### src/hdl/sppe_pkg.sv
// Notes on behaviour
// - Decrementing pop copies indirect source to destination
// - Then user pointer drops by exactly one
// - No status flag changes for these instructions
// - Incrementing pop loads destination, then pointer+1
// - Push: decrement stack pointer, then store source
// - Indirect push stores the addressed register's contents
// - Stack pointer decrements as 16 bits, wrapping
package sppe_pkg;
  // ============================================================
  // Opcodes
  localparam logic [7:0] OPC_POP_USER_STACK_DEC = 8'h92;
  localparam logic [7:0] OPC_POP_USER_STACK_INC = 8'h93;
  localparam logic [7:0] OPC_PUSH_DIRECT        = 8'h70;
  localparam logic [7:0] OPC_PUSH_INDIRECT      = 8'h71;
  // ============================================================
  // Timing and reset values
  localparam int         INSTR_CYCLES    = 8;
  localparam logic [7:0] SP_HIGH_RESET   = 8'h00;
  localparam logic [7:0] SP_LOW_RESET    = 8'h00;
  localparam logic [7:0] BYTE_ZERO       = 8'h00;
  localparam logic [7:0] BYTE_ONE        = 8'h01;
  localparam logic [15:0] WORD_ONE       = 16'h0001;
  localparam logic [7:0] FLAG_WRITE_NONE = 8'h00;

  typedef enum logic [3:0] {
    ST_IDLE, ST_RD_PTR, ST_RD_DATA, ST_WR_DST, ST_WR_PTR,
    ST_RD_SRC, ST_RD_IND, ST_PUSH, ST_WAIT
  } sppe_state_t;

  // Modulo-256 step of an 8-bit pointer
  function automatic logic [7:0] sppe_step8(input logic [7:0] v,
                                            input logic       up);
    sppe_step8 = up ? 8'(v + BYTE_ONE) : 8'(v - BYTE_ONE);
  endfunction
endpackage

### src/hdl/sppe_tick_if.sv
`timescale 1ns/1ps
`default_nettype none
interface sppe_tick_if;
  logic start;
  logic last;
  modport ctrl  (output start, input last);
  modport timer (input start, output last);
endinterface
`default_nettype wire

### src/hdl/sppe_timer.sv
`timescale 1ns/1ps
`default_nettype none
module sppe_timer #(
  parameter int CYCLES = sppe_pkg::INSTR_CYCLES
) (
  input  wire logic   core_clk,
  input  wire logic   rst_n,
  sppe_tick_if.timer  tick
);
  import sppe_pkg::*;
  logic [7:0] cnt;
  logic [7:0] next_cnt;

  // ============================================================
  // Cycle count within one instruction
  always_comb begin
    if (tick.start) begin
      next_cnt = BYTE_ZERO;
    end else if (cnt != 8'hFF) begin
      next_cnt = 8'(cnt + BYTE_ONE);
    end else begin
      next_cnt = cnt;
    end
  end

  always_ff @(posedge core_clk or negedge rst_n) begin
    if (!rst_n) begin
      cnt <= 8'hFF;
    end else begin
      cnt <= next_cnt;
    end
  end

  // Saturated count keeps last quiet when idle
  assign tick.last = (cnt == 8'(CYCLES - 1));
endmodule
`default_nettype wire

### src/hdl/sppe_exec.sv
`timescale 1ns/1ps
`default_nettype none
module sppe_exec #(
  parameter int INSTR_CYCLES = sppe_pkg::INSTR_CYCLES
) (
  input  wire logic        core_clk,
  input  wire logic        rstn,
  input  wire logic        instr_valid,
  input  wire logic [7:0]  instr_opcode,
  input  wire logic [7:0]  instr_byte1,
  input  wire logic [7:0]  instr_byte2,
  output logic             busy,
  output logic             done,
  output logic             rf_rd_en,
  output logic [7:0]       rf_rd_addr,
  input  wire logic [7:0]  rf_rdata,
  output logic             rf_wr_en,
  output logic [7:0]       rf_wr_addr,
  output logic [7:0]       rf_wr_data,
  output logic             stack_wr_en,
  output logic [15:0]      stack_wr_addr,
  output logic [7:0]       stack_wr_data,
  output logic [7:0]       stack_pointer_high,
  output logic [7:0]       stack_pointer_low,
  output logic [7:0]       flag_wr_en
);
  import sppe_pkg::*;

  // ============================================================
  // Reset release
  logic rst_meta;
  logic rst_n;
  always_ff @(posedge core_clk or negedge rstn) begin
    if (!rstn) begin
      rst_meta <= 1'b0;
      rst_n    <= 1'b0;
    end else begin
      rst_meta <= 1'b1;
      rst_n    <= rst_meta;
    end
  end

  // ============================================================
  // Instruction timer
  sppe_tick_if tick ();
  sppe_timer #(.CYCLES(INSTR_CYCLES)) u_timer (
    .core_clk (core_clk),
    .rst_n    (rst_n),
    .tick     (tick)
  );

  // ============================================================
  // Sequencer state
  sppe_state_t state;
  sppe_state_t next_state;
  logic [7:0]  opc;
  logic [7:0]  next_opc;
  logic [7:0]  src;
  logic [7:0]  next_src;
  logic [7:0]  dst;
  logic [7:0]  next_dst;
  logic [7:0]  uptr;
  logic [7:0]  next_uptr;
  logic [7:0]  next_sph;
  logic [7:0]  next_spl;
  logic        next_rf_wr_en;
  logic [7:0]  next_rf_wr_addr;
  logic [7:0]  next_rf_wr_data;
  logic        next_stack_wr_en;
  logic [15:0] next_stack_wr_addr;
  logic [7:0]  next_stack_wr_data;
  logic [15:0] sp_dec;
  logic        accept;
  logic        known;

  assign known = (instr_opcode == OPC_POP_USER_STACK_DEC) ||
                 (instr_opcode == OPC_POP_USER_STACK_INC) ||
                 (instr_opcode == OPC_PUSH_DIRECT) ||
                 (instr_opcode == OPC_PUSH_INDIRECT);
  // Other opcodes belong to other units and are ignored here
  assign accept = (state == ST_IDLE) && instr_valid && known;
  assign tick.start = accept;

  assign sp_dec = 16'({stack_pointer_high, stack_pointer_low} - WORD_ONE);

  always_comb begin
    next_state         = state;
    next_opc           = opc;
    next_src           = src;
    next_dst           = dst;
    next_uptr          = uptr;
    next_sph           = stack_pointer_high;
    next_spl           = stack_pointer_low;
    next_rf_wr_en      = 1'b0;
    next_rf_wr_addr    = rf_wr_addr;
    next_rf_wr_data    = rf_wr_data;
    next_stack_wr_en   = 1'b0;
    next_stack_wr_addr = stack_wr_addr;
    next_stack_wr_data = stack_wr_data;
    rf_rd_en           = 1'b0;
    rf_rd_addr         = BYTE_ZERO;
    case (state)
      ST_IDLE: begin
        if (accept) begin
          next_opc = instr_opcode;
          next_src = instr_byte1;
          next_dst = instr_byte2;
          if (instr_opcode == OPC_PUSH_DIRECT ||
              instr_opcode == OPC_PUSH_INDIRECT) begin
            next_state = ST_RD_SRC;
          end else begin
            next_state = ST_RD_PTR;
          end
        end
      end
      ST_RD_PTR: begin
        rf_rd_en   = 1'b1;
        rf_rd_addr = src;
        next_state = ST_RD_DATA;
      end
      ST_RD_DATA: begin
        // Pointer arrives now; fetch what it addresses
        next_uptr  = rf_rdata;
        rf_rd_en   = 1'b1;
        rf_rd_addr = rf_rdata;
        next_state = ST_WR_DST;
      end
      ST_WR_DST: begin
        next_rf_wr_en   = 1'b1;
        next_rf_wr_addr = dst;
        next_rf_wr_data = rf_rdata;
        next_state      = ST_WR_PTR;
      end
      ST_WR_PTR: begin
        next_rf_wr_en   = 1'b1;
        next_rf_wr_addr = src;
        next_rf_wr_data = sppe_step8(uptr,
                            opc == OPC_POP_USER_STACK_INC);
        next_state      = ST_WAIT;
      end
      ST_RD_SRC: begin
        rf_rd_en   = 1'b1;
        rf_rd_addr = src;
        if (opc == OPC_PUSH_INDIRECT) begin
          next_state = ST_RD_IND;
        end else begin
          next_state = ST_PUSH;
        end
      end
      ST_RD_IND: begin
        rf_rd_en   = 1'b1;
        rf_rd_addr = rf_rdata;
        next_state = ST_PUSH;
      end
      ST_PUSH: begin
        // decrement, then store at new pointer
        next_sph           = sp_dec[15:8];
        next_spl           = sp_dec[7:0];
        next_stack_wr_en   = 1'b1;
        next_stack_wr_addr = sp_dec;
        next_stack_wr_data = rf_rdata;
        next_state         = ST_WAIT;
      end
      ST_WAIT: begin
        // Pads every instruction to its fixed cycle count
        if (tick.last) begin
          next_state = ST_IDLE;
        end
      end
      default: begin
        next_state = ST_IDLE;
      end
    endcase
  end

  always_ff @(posedge core_clk or negedge rst_n) begin
    if (!rst_n) begin
      state              <= ST_IDLE;
      opc                <= BYTE_ZERO;
      src                <= BYTE_ZERO;
      dst                <= BYTE_ZERO;
      uptr               <= BYTE_ZERO;
      stack_pointer_high <= SP_HIGH_RESET;
      stack_pointer_low  <= SP_LOW_RESET;
      rf_wr_en           <= 1'b0;
      rf_wr_addr         <= BYTE_ZERO;
      rf_wr_data         <= BYTE_ZERO;
      stack_wr_en        <= 1'b0;
      stack_wr_addr      <= {BYTE_ZERO, BYTE_ZERO};
      stack_wr_data      <= BYTE_ZERO;
    end else begin
      state              <= next_state;
      opc                <= next_opc;
      src                <= next_src;
      dst                <= next_dst;
      uptr               <= next_uptr;
      stack_pointer_high <= next_sph;
      stack_pointer_low  <= next_spl;
      rf_wr_en           <= next_rf_wr_en;
      rf_wr_addr         <= next_rf_wr_addr;
      rf_wr_data         <= next_rf_wr_data;
      stack_wr_en        <= next_stack_wr_en;
      stack_wr_addr      <= next_stack_wr_addr;
      stack_wr_data      <= next_stack_wr_data;
    end
  end

  assign busy = (state != ST_IDLE);
  assign done = (state == ST_WAIT) && tick.last;
  assign flag_wr_en = FLAG_WRITE_NONE;
endmodule
`default_nettype wire

### config.mk
export PLATFORM = sky130hd
export DESIGN_NAME = sppe_exec
export DESIGN_NICKNAME = d
export VERILOG_FILES = /design/src/hdl/sppe_pkg.sv /design/src/hdl/sppe_tick_if.sv /design/src/hdl/sppe_timer.sv /design/src/hdl/sppe_exec.sv
export SDC_FILE = /design/constraint.sdc
export NUM_CORES = 1
export LEC_CHECK = 0
export BUFFER_PORTS_ARGS = -buffer_cell sky130_fd_sc_hd__buf_2
export CAP_MARGIN = 20
export CORE_MARGIN = 1
export CORE_UTILIZATION = 48
export DETAILED_ROUTE_END_ITERATION = 10
export HOLD_SLACK_MARGIN = 0.08
export PLACE_DENSITY = 0.78
export SLEW_MARGIN = 10
export SYNTH_ARGS = -nofsm -noshare
export SYNTH_HDL_FRONTEND = slang
export SYNTH_SLANG_ARGS = --single-unit
### constraint.sdc
create_clock -name core_clk -period 2.8 [get_ports core_clk]
set_input_delay 0.28 -clock core_clk [delete_from_list [all_inputs] [get_ports core_clk]]
set_output_delay 0.28 -clock core_clk [all_outputs]
set_load 0.02 [all_outputs]
Yosys cells after proc, flatten, opt, wreduce, memory -nomap -nowiden. Index checks and enable logic that the tools add are counted.

Register bits: 104. Bits in latches: 0. RAM bits: 0. Bits in read-only memories: 0. Input bits: 35. Output and inout bits: 77. Logic and storage cells: 70. Memories kept: 0.

$add $sub $neg: 4. Multiply operators: 0. Divide/modulo/power cells: 0. $lt $le $gt $ge: 0. Equality and inequality tests: 18. Shifts and indexed selects: 0. Muxes and demuxes: 14. Bitwise gates (word level): 0. Reductions and logical operators: 18.

Operator list (number): $pmux W8 S2 (3); $pmux W4 S8 (1); $eq A8 B7 Y1 const B (3); $eq A8 B8 Y1 const B (3); $mux W8 (3); $add A8 B1 Y8 const B (2); $eq A4 B3 Y1 const B (4); $sub A16 B1 Y16 const B (1); $eq A4 B2 Y1 const B (2); $eq A8 B3 Y1 const B (1); $mux W4 (2); $ne A8 B8 Y1 const B (1); $reduce_or A2 Y1 (4); $sub A8 B1 Y8 const B (1); $eq A4 B1 Y1 const B (1); $eq A4 B4 Y1 const B (1); $logic_not A4 Y1 (1); $logic_or A1 B1 Y1 (4); $mux W1 (4); $ne A2 B2 Y1 const B (2); $reduce_and A2 Y1 (2); $reduce_bool A2 Y1 (2); $reduce_bool A4 Y1 (1); $reduce_or A4 Y1 (1); 2 further kinds (4).

Longest topological paths before layout.
Word-level depth: 7. Depth in mapped cells: 8.

Hierarchy. A second synthesis with hierarchy kept.

Cells, all modules: 403. Area, all modules: 4476.8 um^2.

Modules (own cells, without submodules): sppe_exec (times used 1, cells an instance 356, area each 3991.3 um^2, sequential area each 2001.9 um^2); sppe_timer (times used 1, cells an instance 47, area each 485.5 um^2, sequential area each 210.2 um^2).

Least setup slack after synthesis. No wires, ideal clock.

Kind: reg2reg. Start: reg opc[3]. End: reg rf_wr_data[7]. Setup time: 0.137 ns. Arrival time: 2.289 ns. Slack: 0.375 ns. Stages on the path, launching flop included: 9. Clock period less this slack: 2.425 ns. Cell sequence: dfrtp_1 nor4bb_1 nand4_1 ha_1 a21o_1 and3_1 nor4_1 xnor2_1 a21oi_1.

Longest elaborated chain between the ends: 3.

Ends and longest elaborated chain: start, declared (line sppe_exec.sv:56) `logic [7:0] opc;`; start signal, assigned (line sppe_exec.sv:193) `opc <= next_opc;`; $eq A8 B8 Y1 (line sppe_exec.sv:138) `opc == OPC_POP_USER_STACK_INC);`; $mux W8 (line sppe_pkg.sv:34) `sppe_step8 = up ? 8'(v + BYTE_ONE) : 8'(v - BYTE_ONE);`; $pmux W8 S2 (line sppe_exec.sv:102) `case (state)`; end signal, assigned (line sppe_exec.sv:201) `rf_wr_data <= next_rf_wr_data;`; end, declared (line sppe_exec.sv:19) `output logic [7:0] rf_wr_data,`.

Every way passes these cells. A chain may end at the register's enable or synchronous reset.

Final worst setup path. Ends and elaborated chain as after synthesis.

==> qor.csv <==
metric;value;unit
end_kind;flip-flop;
achievable-frequency;399;MHz
p_per_area;571;nW/um^2
overflow;0;
dr.pass1.iters;7;
fill_cells;769;
die_h;98.0;microns
layout-drive-gt1-share;34.3;%
path_buf_inv;1;
synth_common_cells;dfrtp_1 (80), nand2_1 (58), nor2_1 (33);
synthArstFlopShare;100;%
path_clk_slew;0.10;ns
num_io_pins;112;
setup_violations;0;
root_buffer;clkbuf_8;
dieArea;9590;sq um
coreArea;8810;sq um
yosysUniqueCellTypes;49;
track_usage;20.6;%
worstPathCellList;nor4bb_1 -> nand4_1 -> buf_4 -> ha_1 -> a21o_1 -> and3_1 -> nor4_1 -> xnor2_1 -> a21oi_1;
grt_pass1_vias;3177;
die_width;98.0;microns
grt_pass1_wl;15.6;mm
h-tree-depth;3;
crit_required;3.01;ns
synthCells;414;
detail_route.wl_per_cell;14.9;microns
dp_cells;600;
maxCapViolations;0;
finalClockSkew;0.0198;ns
ys_warn_count;0;
cts_tree;yes;
cts_buffers;9;
antenna_found_initial;0;
fin_crit_sh;89.5;%
insertion_delay;0.37;ns
min_period;2.51;ns
cts_sinks;88;
slew_viol_final;0;
drt-total-wl;9.23;mm
dpl.hpwl;6.59;mm
port_buffers;103;
startpoint_type;flip-flop;
synth.area.top_cells;dfrtp_1 (45%), nand2_1 (4.9%), dfstp_2 (4.8%), buf_4 (4.1%), mux2_4 (3.4%);
nNetsFinal;550;
tightestPinTransition;0.728;ns
min_path_type;input pin to flip-flop;
synth_area_per_cell;10.7;sq um
p_total;2.93;mW
slowest_stage;dfrtp_1;
cts_buffer_depth;2;
gp_congestion;0.792;
area_delta_synth_final;16.0;%
drc;9;
critPathMaxStageDelay;0.39;ns
via_count;3285;
setup_tns;0;ns
status;finished with violations;
drtIter0Drc;143;
yosys_register_bits;88;
synthFlopType;dfrtp_1;
crit_path_start;opc[3];
stdcell_count;618;
finish.utilization;58.2;%
yosysMostFrequentCell;dfrtp_1;
ir_drop;0.000308;V
cpLargestDelayFamily;simple AND/OR/NAND/NOR gates;
rsz0062_at_grt;false;
diodes;0;
cp_data_arrival_time;2.72;ns
hold_viol;0;
multi_input_area;1910;sq um
crit_fanout;9;
ant_nets;0;
syn-cell-area;4420;sq um
grt_start_max_net_pins;87;
synth_top_area_share;45.3;%
seqCellArea;2220;sq um
yosysTopAreaCell;dfrtp_1;
worstHoldStart;instr_byte2[7];
relSlewSlack;51.1;%
initial_core_util;50.2;%
post_cts_resize_count;0;
path_class;flip-flop to flip-flop;
ys_seq_area_share;50.1;%
hold_ws;0.126;ns
p_leak;2.56;nW
violations;DRC;
worstReg2RegStart;opc[3];
synth_edf_count;0;
rows;34;
vias_per_cell;5.32;
path summary, 6_finish.rpt:
kind                                       to  slack (ns)  depth (start not counted)
worst max-delay path            rf_wr_data[7]        0.29                          9
min in group asynchronous               rst_n        0.22                          2
worst max register to register  rf_wr_data[7]        0.29                          9
worst min-delay path                   dst[7]        0.13                          2
max in group asynchronous            rf_wr_en        1.87                          1
worst min register to register    stack_wr_en        0.32                          0
where the power goes:
group | internal [mW] | switching, mW
Combinational | 0.218 | 0.273
Clock | 0.351 | 0.527
Sequential | 1.44 | 0.121
metrics by stage:
step	setup WS [ns]	instance area (sq um)
floorplan	0.181	4450
finish	0.293	5130
global placement	0.420	4890
CTS	0.317	5100
global route	0.0532	5130
detailed placement	0.337	4890
routing by layer:
layer	wire, microns	global-route usage (%)	vias to the layer above
li1	-	-	1561
met4	215	10.0	0
met5	0	0	-
met3	476	3.58	16
met2	4340	32.2	102
met1	4200	27.8	1606
cells by family (layout without fill, tap and decap cells):
logic type | count (synthesis) | after routing | share of synthesized area, %
AND/OR/NAND/NOR | 148 | 148 | 16.7
flip-flops | 88 | 88 | 50.1
AO/OA/AOI/OAI | 51 | 51 | 7.25
buffers and inverters | 51 | 140 | 7.39
multiplexers | 41 | 41 | 10.9
XOR/XNOR | 23 | 23 | 4.56
adder cells (fa/ha/maj) | 10 | 10 | 3.00
other | 2 | 9 | 0.170
worst register-to-register path, cell delays in order (launching register included):
cell and delay (ns):
dfrtp_1 0.39, nor4bb_1 0.38, nand4_1 0.16, buf_4 0.21, ha_1 0.35, a21o_1 0.22, and3_1 0.18, nor4_1 0.22
xnor2_1 0.16, a21oi_1 0.08
layout by cell type (no fill, tap or decap), drive strengths merged, types with 7 or more instances in the layout:
cell / n
nor3: 8
dfstp: 8
ha: 9
mux2i: 15
dfrtp: 80
clkbuf: 9
inv: 11
mux2: 26
o21ai: 21
xor2: 13
conb: 9
a21oi: 7
buf: 115
xnor2: 10
nor4: 7
nor2: 33
nand2: 58
nor2b: 10
a22oi: 8
layout make-up:
| class | instances | area share, % |
|---|---|---|
| clock buffer | 9 | 2.42 |
| clock inverter | 7 | 1.46 |
| inverter | 8 | 0.586 |
| multi-input combinational | 282 | 37.3 |
| sequential | 88 | 43.2 |
| tap | 108 | 2.64 |
| timing repair buffer | 116 | 12.4 |
repair_timing:
item                                   CTS  global route
endpoints found under the hold margin    2             0
hold buffers                             1             0
buffers inserted                         0             0
sequential cells by signal (all words and copies together) (netlist names), 4 cells and up:
| register | cells |
|---|---|
| stack_wr_addr | 16 |
| uptr | 8 |
| dst | 8 |
| src | 8 |
| state | 4 |
| u_timer.cnt | 8 |
| stack_wr_data | 8 |
| opc | 8 |
| rf_wr_addr | 8 |
| rf_wr_data | 8 |
Note: power is estimated with default switching activity, not from simulation.
